--- config.mk ---
export PLATFORM = sky130hd
export DESIGN_NAME = slpmc_top
export DESIGN_NICKNAME = d
export VERILOG_FILES = /design/src/rtl/slpmc_top.v /design/src/rtl/slpmc_wake_filter.v
export VERILOG_INCLUDE_DIRS = /design/src /design/src/pkg
export SDC_FILE = /design/constraint.sdc
export NUM_CORES = 1
export LEC_CHECK = 0
export BUFFER_PORTS_ARGS = -buffer_cell sky130_fd_sc_hd__buf_2
export CORE_MARGIN = 2
export CORE_UTILIZATION = 40
export CTS_CLUSTER_SIZE = 8
export DETAILED_ROUTE_END_ITERATION = 6
export GPL_ROUTABILITY_DRIVEN = 0
export GPL_TIMING_DRIVEN = 0
export PLACE_DENSITY = 0.68
export SYNTH_ARGS = -nofsm -noshare
export SYNTH_HDL_FRONTEND = slang
export SYNTH_SLANG_ARGS = --single-unit
--- constraint.sdc ---
create_clock -name i_clock -period 5 [get_ports i_clock]
set_input_delay 0.25 -clock i_clock [delete_from_list [all_inputs] [get_ports i_clock]]
set_output_delay 0.25 -clock i_clock [all_outputs]
set_load 0.02 [all_outputs]
--- src/pkg/slpmc_defs.vh ---
// Constants for the sleep mode controller.
// Assumes inclusion by bare name from the rtl files.
`ifndef SLPMC_DEFS_VH
`define SLPMC_DEFS_VH
// ==========================================
// Mode encodings
`define SLPMC_MODE_IDLE 3'h0
`define SLPMC_MODE_PDOWN 3'h2
`define SLPMC_MODE_PSAVE 3'h3
`define SLPMC_MODE_STDBY 3'h6
`define SLPMC_MODE_ESTDBY 3'h7
// ==========================================
// Wake source vector bit positions
`define SLPMC_WK_IRQ 0
`define SLPMC_WK_PINCHG 1
`define SLPMC_WK_TWI_MATCH 2
`define SLPMC_WK_WDT_RST 3
`define SLPMC_WK_WDT_IRQ 4
`define SLPMC_WK_EXT_RST 5
`define SLPMC_WK_RTC_IRQ 6
`define SLPMC_WK_WIDTH 7
// ==========================================
// Controller states
`define SLPMC_ST_ACTIVE 2'h0
`define SLPMC_ST_SLEEP 2'h1
`define SLPMC_ST_WAKE 2'h2
`endif

--- src/rtl/slpmc_top.v ---
// Sleep mode controller: mode register, sleep state machine, clock gates.
// Assumes all inputs synchronous to i_clock; gate outputs drive clock enables.
// Behaviour
// RULE_01 - Sleep is entered only from Active, on software request with chosen mode.
// RULE_02 - A wake source valid for the current mode returns to Active.
// RULE_03 - Idle stops CPU and NVM; peripherals, events and DMA run.
// RULE_04 - Idle wakes on any enabled interrupt request.
// RULE_05 - Power-down stops all clock sources; only clockless logic runs.
// RULE_06 - Power-down wakes on pin change, address match, watchdog, external reset.
// RULE_07 - Power-save keeps enabled real-time counter and its clock running.
// RULE_08 - Power-save accepts Power-down sources plus real-time counter interrupt.
// RULE_09 - Standby is Power-down but oscillators in use keep running.
// RULE_10 - Extended Standby is Power-save plus oscillators in use kept running.
// RULE_11 - Event routing clocked only in Active and Idle.
// RULE_12 - After oscillators stopped, hold CPU until system clock is stable.
// RULE_13 - Software writes mode selection; processor raises sleep request.
`include "slpmc_defs.vh"

module slpmc_top (
	input wire i_clock,
	input wire i_resetn,
	input wire i_mode_we,
	input wire [2:0] i_mode_wdata,
	input wire i_sleep_req,
	input wire i_rtc_enable,
	input wire i_clk_stable,
	input wire i_irq,
	input wire i_pin_change,
	input wire i_twi_match,
	input wire i_wdt_reset,
	input wire i_wdt_irq,
	input wire i_ext_reset,
	input wire i_rtc_irq,
	output reg o_cpu_run,
	output reg o_nvm_clk_en,
	output reg o_periph_clk_en,
	output reg o_event_clk_en,
	output reg o_osc_en,
	output reg o_rtc_clk_en,
	output reg o_sleeping,
	output reg [2:0] o_mode
);
	// ==========================================
	// Mode selection register
	reg [2:0] mode_reg;
	reg valid_mode;
	always @* begin
		case (i_mode_wdata)
			`SLPMC_MODE_IDLE, `SLPMC_MODE_PDOWN, `SLPMC_MODE_PSAVE,
			`SLPMC_MODE_STDBY, `SLPMC_MODE_ESTDBY: valid_mode = 1'b1;
			default: valid_mode = 1'b0;
		endcase
	end
	// ==========================================
	// State machine
	reg [1:0] state_reg;
	reg [1:0] state_next;
	wire wake;
	wire [`SLPMC_WK_WIDTH-1:0] sources;
	assign sources = {i_rtc_irq & i_rtc_enable, i_ext_reset, i_wdt_irq, i_wdt_reset,
		i_twi_match, i_pin_change, i_irq};

	slpmc_wake_filter u_filter (
		.i_mode(mode_reg),
		.i_sources(sources),
		.o_wake(wake)
	);

	wire osc_stopped;
	assign osc_stopped = (mode_reg == `SLPMC_MODE_PDOWN) || (mode_reg == `SLPMC_MODE_PSAVE);

	always @* begin
		state_next = state_reg;
		case (state_reg)
			`SLPMC_ST_ACTIVE: begin
				if (i_sleep_req) begin
					state_next = `SLPMC_ST_SLEEP; // RULE_01
				end
			end
			`SLPMC_ST_SLEEP: begin
				if (wake && osc_stopped) begin
					state_next = `SLPMC_ST_WAKE; // RULE_12
				end else if (wake) begin
					state_next = `SLPMC_ST_ACTIVE; // RULE_02
				end
			end
			`SLPMC_ST_WAKE: begin
				if (i_clk_stable) begin
					state_next = `SLPMC_ST_ACTIVE; // RULE_12
				end
			end
			default: begin
				state_next = `SLPMC_ST_ACTIVE;
			end
		endcase
	end

	always @(posedge i_clock) begin
		if (!i_resetn) begin
			state_reg <= `SLPMC_ST_ACTIVE;
			mode_reg <= `SLPMC_MODE_IDLE;
		end else begin
			state_reg <= state_next;
			if (i_mode_we && valid_mode && state_reg == `SLPMC_ST_ACTIVE) begin
				mode_reg <= i_mode_wdata; // RULE_13
			end
		end
	end
	// ==========================================
	// Gate values per controller state and mode
	// Gates follow state_next, so they switch on the same edge as the state.
	// A mode written on the entry edge takes effect on the gates one edge later.
	reg gate_cpu_next;
	reg gate_nvm_next;
	reg gate_periph_next;
	reg gate_event_next;
	reg gate_osc_next;
	reg gate_rtc_next;
	reg sleeping_next;

	always @* begin
		gate_cpu_next = 1'b1;
		gate_nvm_next = 1'b1;
		gate_periph_next = 1'b1;
		gate_event_next = 1'b1;
		gate_osc_next = 1'b1;
		gate_rtc_next = i_rtc_enable;
		sleeping_next = 1'b0;
		case (state_next)
			`SLPMC_ST_ACTIVE: begin
				sleeping_next = 1'b0;
			end
			`SLPMC_ST_SLEEP: begin
				gate_cpu_next = 1'b0; // RULE_03
				gate_nvm_next = 1'b0; // RULE_03
				sleeping_next = 1'b1;
				case (mode_reg)
					`SLPMC_MODE_IDLE: begin
						gate_periph_next = 1'b1; // RULE_03
						gate_event_next = 1'b1; // RULE_11
						gate_osc_next = 1'b1;
						gate_rtc_next = i_rtc_enable;
					end
					`SLPMC_MODE_PDOWN: begin
						gate_periph_next = 1'b0; // RULE_05
						gate_event_next = 1'b0; // RULE_11
						gate_osc_next = 1'b0; // RULE_05
						gate_rtc_next = 1'b0;
					end
					`SLPMC_MODE_PSAVE: begin
						gate_periph_next = 1'b0;
						gate_event_next = 1'b0; // RULE_11
						gate_osc_next = 1'b0;
						gate_rtc_next = i_rtc_enable; // RULE_07
					end
					`SLPMC_MODE_STDBY: begin
						gate_periph_next = 1'b0;
						gate_event_next = 1'b0; // RULE_11
						gate_osc_next = 1'b1; // RULE_09
						gate_rtc_next = 1'b0;
					end
					`SLPMC_MODE_ESTDBY: begin
						gate_periph_next = 1'b0;
						gate_event_next = 1'b0; // RULE_11
						gate_osc_next = 1'b1; // RULE_10
						gate_rtc_next = i_rtc_enable; // RULE_10
					end
					default: begin
						gate_periph_next = 1'b0;
						gate_event_next = 1'b0;
						gate_osc_next = 1'b0;
						gate_rtc_next = 1'b0;
					end
				endcase
			end
			`SLPMC_ST_WAKE: begin
				// Oscillators restart; CPU held until the clock reports stable
				gate_cpu_next = 1'b0; // RULE_12
				gate_nvm_next = 1'b0; // RULE_12
				gate_periph_next = 1'b0;
				gate_event_next = 1'b0;
				gate_osc_next = 1'b1; // RULE_12
				gate_rtc_next = i_rtc_enable;
				sleeping_next = 1'b1;
			end
			default: begin
				sleeping_next = 1'b0;
			end
		endcase
	end

	// ==========================================
	// Output flops
	// Every gate comes straight from a flop to keep clock enables glitch free.
	always @(posedge i_clock) begin
		if (!i_resetn) begin
			o_cpu_run <= 1'b1;
			o_nvm_clk_en <= 1'b1;
			o_periph_clk_en <= 1'b1;
			o_event_clk_en <= 1'b1;
			o_osc_en <= 1'b1;
			o_rtc_clk_en <= 1'b0;
			o_sleeping <= 1'b0;
			o_mode <= `SLPMC_MODE_IDLE;
		end else begin
			o_cpu_run <= gate_cpu_next;
			o_nvm_clk_en <= gate_nvm_next;
			o_periph_clk_en <= gate_periph_next;
			o_event_clk_en <= gate_event_next;
			o_osc_en <= gate_osc_next;
			o_rtc_clk_en <= gate_rtc_next;
			o_sleeping <= sleeping_next;
			o_mode <= mode_reg;
		end
	end
endmodule // slpmc_top

--- src/rtl/slpmc_wake_filter.v ---
// Wake source qualification for the chosen sleep mode.
// Assumes wake inputs are synchronous level requests.
`include "slpmc_defs.vh"

module slpmc_wake_filter (
	input wire [2:0] i_mode,
	input wire [`SLPMC_WK_WIDTH-1:0] i_sources,
	output wire o_wake
);
	reg [`SLPMC_WK_WIDTH-1:0] allow;
	always @* begin
		allow = {`SLPMC_WK_WIDTH{1'b0}};
		case (i_mode)
			`SLPMC_MODE_IDLE: begin
				allow = {`SLPMC_WK_WIDTH{1'b1}}; // RULE_04
			end
			`SLPMC_MODE_PDOWN, `SLPMC_MODE_STDBY: begin
				allow[`SLPMC_WK_PINCHG] = 1'b1; // RULE_06
				allow[`SLPMC_WK_TWI_MATCH] = 1'b1;
				allow[`SLPMC_WK_WDT_RST] = 1'b1;
				allow[`SLPMC_WK_WDT_IRQ] = 1'b1;
				allow[`SLPMC_WK_EXT_RST] = 1'b1;
			end
			`SLPMC_MODE_PSAVE, `SLPMC_MODE_ESTDBY: begin
				allow[`SLPMC_WK_PINCHG] = 1'b1; // RULE_08
				allow[`SLPMC_WK_TWI_MATCH] = 1'b1;
				allow[`SLPMC_WK_WDT_RST] = 1'b1;
				allow[`SLPMC_WK_WDT_IRQ] = 1'b1;
				allow[`SLPMC_WK_EXT_RST] = 1'b1;
				allow[`SLPMC_WK_RTC_IRQ] = 1'b1; // RULE_10
			end
			default: begin
				allow = {`SLPMC_WK_WIDTH{1'b0}};
			end
		endcase
	end
	assign o_wake = |(allow & i_sources);
endmodule // slpmc_wake_filter

==> impl_metrics.json, run 1 <==
{
  "status": "complete, no violations",
  "vdd_ir_drop_max_mv": 0.1260,
  "worst_path_max_delay_cell": "dfxtp_1",
  "synth.net_count": 79,
  "fin_crit_sh_pct": 38.13,
  "rsz0062_at_grt": "no",
  "synth_seq_cells": 13,
  "power.share.switching_pct": 27.56,
  "synth_area_um2": 628.1,
  "io_buffers": 25,
  "p_sw_w": 0.00006161,
  "h-tree-depth": 1,
  "coreArea_mm2": 0.001489,
  "utilization_pct": 53.70,
  "hp-class": "primary input to flip-flop",
  "placed_cells": 102,
  "ios": 26,
  "firstDrtPassIters": 4,
  "clock_latency_ns": 0.27,
  "grt_usage_pct": 13.55,
  "synth_seq_area_share_pct": 41.43,
  "cellPowerDensity_mw_per_mm2": 279.7,
  "crit_required_ns": 5.17,
  "fin_setup_tns_ns": 0,
  "p_comb_share_pct": 20.3,
  "numCtsBuffers": 3,
  "clkTransAtPathRegs_ns": 0.07,
  "routedWlPerCell_um": 10.64,
  "postCtsSetupBuffers": 0,
  "whs_ns": 0.2261,
  "yosysUniqueCellTypes": 28,
  "fillers": 142,
  "syn_to_final_growth_pct": 27.29,
  "drt_wl_total_um": 1128,
  "p_clk_share_pct": 28.0,
  "start_util_pct": 42.18,
  "fmaxAchievable_mhz": 524.6,
  "layout_min_cycle_time_ns": 1.906,
  "syn_area_per_cell_um2": 10.30,
  "drc_errors": 0,
  "power_frac_seq_pct": 51.7,
  "ant_nets": 0,
  "num_rows": 14,
  "finalHoldViolCount": 0,
  "grt_pass1_wl_um": 1821,
  "drive_gt1_share_pct": 41.11,
  "die_w_um": 43.63,
  "die_height_um": 43.63,
  "ctsRootBufferMaster": "clkbuf_4",
  "fin_nets": 109,
  "arrival_ns": 2.08,
  "grt_start_max_net_pins": 11,
  "leakagePower_nw": 0.3486,
  "postCtsResizedCells": 0,
  "synth_cells": 61,
  "internal_power_w": 0.0001620,
  "yosysWarnings": 0,
  "skew_ns": 0.001930,
  "cap_violations": 0,
  "dieArea_mm2": 0.001903,
  "antenna_found_initial": 0,
  "slew_viol_final": 0,
  "max_stage_delay_ns": 0.52,
  "crit_type": "flip-flop to flip-flop",
  "cp_max_fo": 8,
  "max-slew-margin-rel_pct": 74.64,
  "cts_tree": "yes",
  "cp-start-kind": "flip-flop",
  "crit_path_end_kind": "flip-flop",
  "grt_pass1_vias": 424,
  "antenna_cells": 0,
  "dp_hpwl_um": 864.6,
  "hold_buffers": 0,
  "vias": 522,
  "finalSetupViolations": 0,
  "cp_cell_sequence": "and2_2 -> o211ai_4 -> a2111oi_4 -> or2_1 -> ha_1 -> nor2b_1 -> inv_1",
  "drt_iter0_markers": 9,
  "vias_per_cell": 4.925,
  "final_cells": 106,
  "grt.overflow.total": 0,
  "cts_sinks": 13,
  "worst_slew_pin_slew_ns": 0.3796,
  "clk_path_buf_depth": 2
}
-- cell families after synthesis --
group	count (synthesis)	share of synthesized area [%]
simple gates	25	26.70
flops	13	41.43
compound gates	16	23.70
buf+inv	5	4.182
fa+ha+maj	2	3.983
-- layout by cell type (no fill, tap or decap), types with 3 or more instances in the layout --
master / netlist / final
and2_1: 3 / 3
buf_2: 0 / 25
clkbuf_4: 0 / 3
dfxtp_1: 13 / 13
nand2_1: 5 / 5
nor2_1: 3 / 3
nor2b_1: 5 / 5
o21ai_0: 4 / 4
-- synth_stat cells --
library cell	n	area, µm²
dfxtp_1	13	260.3
nand2_1	5	18.77
nor2b_1	5	31.28
o21ai_0	4	20.02
and2_1	3	18.77
nor2_1	3	11.26
a21boi_0	2	15.01
buf_4	2	15.01
ha_1	2	25.02
inv_1	2	7.510
nor3_4	2	32.53
o21a_1	2	15.01
a2111oi_4	1	27.53
a21oi_1	1	5.000
a32oi_1	1	8.760
and2_2	1	7.510
and2b_1	1	7.510
and3_1	1	6.260
clkbuf_1	1	3.750
nand4b_1	1	8.760
nor3b_1	1	7.510
o211ai_1	1	7.510
o211ai_4	1	21.27
o21bai_1	1	7.510
o31a_1	1	8.760
o31ai_2	1	12.51
or2_1	1	6.260
or4_4	1	11.26
-- critical path: cells and delay by family (launching register included) --
| kind | cells | cell delay, ns |
|---|---|---|
| compound gates | 2 | 0.49 |
| flops | 1 | 0.52 |
| fa+ha+maj | 1 | 0.22 |
| buf+inv | 1 | 0.05 |
| simple gates | 3 | 0.53 |
-- metal layers --
metal	track usage [%]	wire length (µm)	part of all wire, %	vias up
met2	19.71	526	47	20
met1	16.58	500	44	229
li1	-	-	-	271
met3	7.083	89	7.9	2
met4	6.061	12	1.1	0
met5	0	0	0	-
-- power by group through the flow --
stage	Clock [W]	Sequential [W]	Combinational [W]
CTS	0.0000665	0.000116	0.0000457
global placement	0	0.000118	0.0000451
detailed placement	0	0.000118	0.0000456
floorplan	0	0.000123	0.0000248
finish	0.0000626	0.000116	0.0000454
global route	0.0000693	0.000117	0.0000508
-- final cells by class --
type                            count  area, µm²  area share, %
Inverter                            2      7.507         0.9390
Buffer                              3      18.77          2.347
Sequential cell                    13      260.3          32.55
Multi-Input combinational cell     43      341.6          42.72
Timing Repair Buffer               25      125.1          15.65
Clock buffer                        4      26.28          3.286
Tap cell                           16      20.02          2.504
-- path summary, 6_finish.rpt --
check | from | to | slack (ns) | cells after the start
min reg2reg | mode_reg[0]$_SDFFE_PN0P_ | o_mode[0]$_SDFF_PN0_ | 0.57 | 1
max | mode_reg[1]$_SDFFE_PN0P_ | o_nvm_clk_en$_SDFF_PN1_ | 3.09 | 7
min | i_rtc_enable | o_rtc_clk_en$_SDFF_PN0_ | 0.23 | 3
max reg2reg | mode_reg[1]$_SDFFE_PN0P_ | o_nvm_clk_en$_SDFF_PN1_ | 3.09 | 7
-- through the flow --
stage,total power (W),area (µm²),setup slack (ns)
6_report,0.0002236,799.5,3.094
5_1_grt,0.0002369,799.5,2.893
4_1_cts,0.0002279,799.5,3.079
3_5_place_dp,0.0001638,773.2,3.011
3_3_place_gp,0.0001632,773.2,3.034
2_1_floorplan,0.0001473,628.1,3.191
Power figures use the tool's default switching activity.
==> inputs of run 2 (changes only) <==
- PLACE_DENSITY: 0.68 -> 0.71
- clock period: 5 -> 1.72 ns (I/O delays scaled with it)
==> run 2 against run 1 <==
Against the previous run: the run now ends with negative setup slack left; die area unchanged; critical path type unchanged; clock power increased to 3.0 times the previous value; non-clock buffer count is 4 higher; maximum frequency up 9.8%; cell area up 6.4%; global-route usage rose by 2.6 points; clock skew barely moved; sequential share of layout area shrank 0.93 points.
==> impl_metrics.json, run 2 (synthesis gave the netlist of run 1 again) <==
{
  "status": "complete, but fails checks",
  "violations": "negative setup slack",
  "num_rows": 14,
  "grt.overflow.total": 0,
  "max-slew-margin-rel_pct": 74.49,
  "fmaxAchievable_mhz": 576.1,
  "vdd_ir_drop_max_mv": 0.3713,
  "dieArea_mm2": 0.001903,
  "crit_path_end_kind": "flip-flop",
  "ctsRootBufferMaster": "clkbuf_4",
  "hold_buffers": 0,
  "dp_hpwl_um": 983.8,
  "cp_max_fo": 6,
  "placed_cell_area_um2": 774.5,
  "rsz0062_at_grt": "yes",
  "leakagePower_nw": 0.3713,
  "numCtsBuffers": 3,
  "cts_tree": "yes",
  "drt_wl_total_um": 1315,
  "ant_nets": 0,
  "fin_area_um2": 850.8,
  "drt_iter0_markers": 9,
  "io_buffers": 25,
  "routedWlPerCell_um": 11.95,
  "vias": 566,
  "syn_to_final_growth_pct": 35.46,
  "layout_min_cycle_time_ns": 1.736,
  "slew_viol_final": 0,
  "antenna_found_initial": 0,
  "final_common_cell": "buf_2",
  "cts_sinks": 13,
  "antenna_cells": 0,
  "h-tree-depth": 1,
  "whs_ns": 0.06212,
  "fin_ws_ns": -0.01594,
  "die_height_um": 43.63,
  "hp-class": "primary input to flip-flop",
  "clkTransAtPathRegs_ns": 0.08,
  "drc_errors": 0,
  "cap_violations": 0,
  "grt_start_max_net_pins": 11,
  "mostFrequentLayoutCells": "25 x buf_2, 10 x dfxtp_1, 6 x buf_4",
  "firstDrtPassIters": 4,
  "arrival_ns": 1.91,
  "crit_required_ns": 1.89,
  "skew_ns": 0.001599,
  "finalHoldViolCount": 0,
  "grt_usage_pct": 16.14,
  "ios": 26,
  "fin_crit_sh_pct": 100.9,
  "die_w_um": 43.63,
  "cp-start-kind": "flip-flop",
  "clock_latency_ns": 0.27,
  "drive_gt1_share_pct": 50.00,
  "fin_nets": 113,
  "grt_pass1_vias": 516,
  "crit_type": "flip-flop to flip-flop",
  "finalSetupViolations": 1,
  "vias_per_cell": 5.145,
  "worst_slew_pin_slew_ns": 0.3826,
  "cellPowerDensity_mw_per_mm2": 792.8,
  "grt_pass1_wl_um": 2145,
  "coreArea_mm2": 0.001489,
  "clk_path_buf_depth": 2,
  "start_util_pct": 42.18
}
## run 2: changes by cell type in the layout (fill, tap and decap cells not counted)
| cell | delta |
|---|---|
| a32oi_2 | +1 |
| a32oi_1 | -1 |
| buf_4 | +4 |
| dfxtp_1 | -3 |
| ha_2 | +1 |
| dfxtp_2 | +1 |
| and2_4 | +1 |
| ha_1 | -1 |
| dfxtp_4 | +2 |
| and2_2 | -1 |
| and2b_1 | -1 |
| and2b_2 | +1 |
## run 2: power breakdown
part / internal (W) / switching, W / leakage, nW / total, W
Clock: 0.0000899 / 0.0000953 / 0.0150 / 0.000185
Combinational: 0.0000749 / 0.0000788 / 0.248 / 0.000154
Sequential: 0.000319 / 0.0000162 / 0.109 / 0.000336
## run 2: repair_timing
action | 4_1_cts | 5_1_grt
setup buffers | 2 | 2
setup endpoints to repair | 4 | 4
pin swaps | 5 | 1
gates resized for setup | 5 | 3
## run 2: final cells by class
cell class	instances	area [µm²]
inverters	2	7.507
flip-flops and latches	13	269.0
plain buffers	3	18.77
multi-input cells	43	354.1
well taps	16	20.02
fillers	134	638.1
repair buffers	29	155.1
clock buffers	4	26.28
## run 2: layer usage
| layer | track usage [%] | share of wire [%] |
|---|---|---|
| met1 | 17.40 | 41 |
| met2 | 27.06 | 51 |
| met3 | 6.667 | 7.4 |
| met4 | 7.879 | 0.84 |
| met5 | 0 | 0 |
## run 2: final timing paths
kind / from / end / slack [ns] / cells after the start
setup reg to reg: mode_reg[0]$_SDFFE_PN0P_ / o_nvm_clk_en$_SDFF_PN1_ / -0.02 / 7
setup / recovery: mode_reg[0]$_SDFFE_PN0P_ / o_nvm_clk_en$_SDFF_PN1_ / -0.02 / 7
hold reg to reg: mode_reg[0]$_SDFFE_PN0P_ / o_mode[0]$_SDFF_PN0_ / 0.54 / 1
hold / removal: i_rtc_enable / o_rtc_clk_en$_SDFF_PN0_ / 0.06 / 3
## run 2: critical path, cell delays in order (launching register included)
cell	delay [ns]
dfxtp_4	0.37
nor3_4	0.23
o211ai_4	0.12
a2111oi_4	0.34
or2_1	0.15
ha_1	0.22
nor2b_1	0.14
inv_1	0.05
## run 2: per-stage QoR
step	utilization (%)	cells	total power (W)	setup TNS (ns)	setup slack [ns]
after floorplan	-	61	0.0004287	0	0.005088
after global placement	52.02	102	0.0004746	-0.1841	-0.1107
after detailed placement	52.02	102	0.0004789	-0.2910	-0.1494
after CTS	55.29	108	0.0006744	-0.007667	-0.007667
after global routing	57.14	110	0.0007107	-0.07257	-0.07257
final	57.14	110	0.0006745	-0.01594	-0.01594
==> inputs of run 3 (changes only) <==
- BUFFER_PORTS_ARGS: -buffer_cell sky130_fd_sc_hd__buf_2 -> -buffer_cell sky130_fd_sc_hd__buf_4
- PLACE_DENSITY: 0.71 -> 0.68
- clock period: 1.72 -> 2.1 ns (I/O delays scaled with it)
==> run 3 against run 2 <==
Against the previous run: the run now ends clean; final cell count shrank 3.6%; critical path depth unchanged; register-to-register slack gained 0.24 ns; cell area grew 1.5%; clock-buffer cell count is the same; clock skew grew 0.0078 ns; critical endpoint unchanged.
==> impl_metrics.json, run 3 (synthesis gave the netlist of run 1 again) <==
{
  "ctsRootBufferMaster": "clkbuf_4",
  "crit_required_ns": 2.26,
  "placed_cells": 102,
  "max-slew-margin-rel_pct": 75.11,
  "finalSetupViolations": 0,
  "skew_ns": 0.009364,
  "cellPowerDensity_mw_per_mm2": 639.1,
  "fin_ws_ns": 0.2205,
  "clk_path_buf_depth": 2,
  "io_buffers": 25,
  "hold_path_end": "o_rtc_clk_en$_SDFF_PN0_",
  "numCtsBuffers": 3,
  "drt_iter0_markers": 7,
  "antenna_cells": 0,
  "layout_min_cycle_time_ns": 1.880,
  "cp-start-kind": "flip-flop",
  "fin_crit_sh_pct": 89.50,
  "hp-class": "primary input to flip-flop",
  "mostFrequentLayoutCells": "27 x buf_4, 12 x dfxtp_1, 5 x nor2b_1, 5 x nand2_1, 4 x o21ai_0",
  "h-tree-depth": 1,
  "slew_viol_final": 0,
  "cts_sinks": 13,
  "grt.overflow.total": 0,
  "hold_buffers": 0,
  "grt_pass1_wl_um": 1994,
  "fin_nets": 109,
  "postCtsResizedCells": 0,
  "postCtsSetupBuffers": 0,
  "ios": 26,
  "cts_tree": "yes",
  "reg2reg_from": "mode_reg[0]$_SDFFE_PN0P_",
  "fin_setup_tns_ns": 0,
  "finalHoldViolCount": 0,
  "routedWlPerCell_um": 10.96,
  "drive_gt1_share_pct": 42.22,
  "antenna_found_initial": 0,
  "start_util_pct": 42.18,
  "multi_input_area_um2": 341.6,
  "r2r_cells": 7,
  "whs_path_depth": 3,
  "vias_per_cell": 4.943,
  "leakagePower_nw": 0.3704,
  "num_rows": 14,
  "grt_start_max_net_pins": 11,
  "final_cells": 106,
  "min-delay-start": "i_rtc_enable",
  "clock_latency_ns": 0.27,
  "vias": 524,
  "syn_to_final_growth_pct": 37.45,
  "r2r_setup_slack_ns": 0.22,
  "cp_max_fo": 6,
  "vdd_ir_drop_max_mv": 0.2647,
  "die_height_um": 43.63,
  "final_common_cell": "buf_4",
  "clkTransAtPathRegs_ns": 0.08,
  "drc_errors": 0,
  "r2r_end": "o_nvm_clk_en$_SDFF_PN1_",
  "crit_type": "flip-flop to flip-flop",
  "status": "complete, no violations",
  "firstDrtPassIters": 3,
  "dieArea_mm2": 0.001903,
  "dp_hpwl_um": 937.3,
  "arrival_ns": 2.04,
  "regArea_um2": 261.5,
  "grt_pass1_vias": 476,
  "coreArea_mm2": 0.001489,
  "rsz0062_at_grt": "no",
  "worst_slew_pin_slew_ns": 0.3734,
  "fmaxAchievable_mhz": 532.0,
  "crit_path_end_kind": "flip-flop",
  "cap_violations": 0,
  "fillers": 141,
  "die_w_um": 43.63,
  "ant_nets": 0,
  "dp_slack_ns": 0.1945,
  "whs_ns": 0.06975,
  "drt_wl_total_um": 1162,
  "grt_usage_pct": 14.08
}
run 3: through the flow:
step | utilization (%) | total power (W) | cell area [µm²]
final | 57.98 | 0.0005517 | 863.3
after CTS | 57.90 | 0.0005544 | 862.1
after floorplan | - | 0.0003508 | 628.1
after detailed placement | 56.13 | 0.0004063 | 835.8
after global placement | 56.13 | 0.0004046 | 835.8
after global routing | 57.98 | 0.0005809 | 863.3
run 3: worst max-delay path, stage by stage, from the launching register on:
cell and delay, ns:
dfxtp_1 0.38, nor3_4 0.29, o211ai_4 0.13, a2111oi_4 0.39, or2_1 0.15, ha_1 0.22
nor2b_1 0.15, inv_1 0.05
run 3: layout make-up:
cell class	instances	area share [%]
Buffer	3	2.174
Clock buffer	4	3.043
Inverter	2	0.8696
Multi-Input combinational cell	43	39.57
Sequential cell	13	30.29
Tap cell	16	2.319
Timing Repair Buffer	25	21.74
run 3: power by group:
part | switching, W | internal (W) | total [W] | leakage (nW)
logic | 0.0000584 | 0.0000653 | 0.000124 | 0.248
clock network | 0.0000782 | 0.0000735 | 0.000152 | 0.0150
registers | 0.0000142 | 0.000262 | 0.000276 | 0.107
total | 0.000151 | 0.000401 | 0.000552 | 0.370
run 3: how the worst max path moves through the flow:
stage | endpoint | from | cells past startpoint | slack [ns]
floorplan | o_nvm_clk_en$_SDFF_PN1_ | mode_reg[1]$_SDFFE_PN0P_ | 7 | 0.37
detailed placement | o_nvm_clk_en$_SDFF_PN1_ | mode_reg[1]$_SDFFE_PN0P_ | 7 | 0.19
global placement | o_nvm_clk_en$_SDFF_PN1_ | mode_reg[1]$_SDFFE_PN0P_ | 7 | 0.22
global route | o_nvm_clk_en$_SDFF_PN1_ | mode_reg[0]$_SDFFE_PN0P_ | 7 | 0.04
CTS | o_nvm_clk_en$_SDFF_PN1_ | mode_reg[1]$_SDFFE_PN0P_ | 7 | 0.15
finish | o_nvm_clk_en$_SDFF_PN1_ | mode_reg[0]$_SDFFE_PN0P_ | 7 | 0.22
run 3: routing by layer:
layer | vias up | global-route usage (%) | share of wire, %
met1 | 230 | 16.62 | 43
met5 | - | 0 | 0
met3 | 2 | 4.167 | 7.9
met4 | 0 | 5.455 | 0.69
met2 | 16 | 23.82 | 49
li1 | 276 | - | -
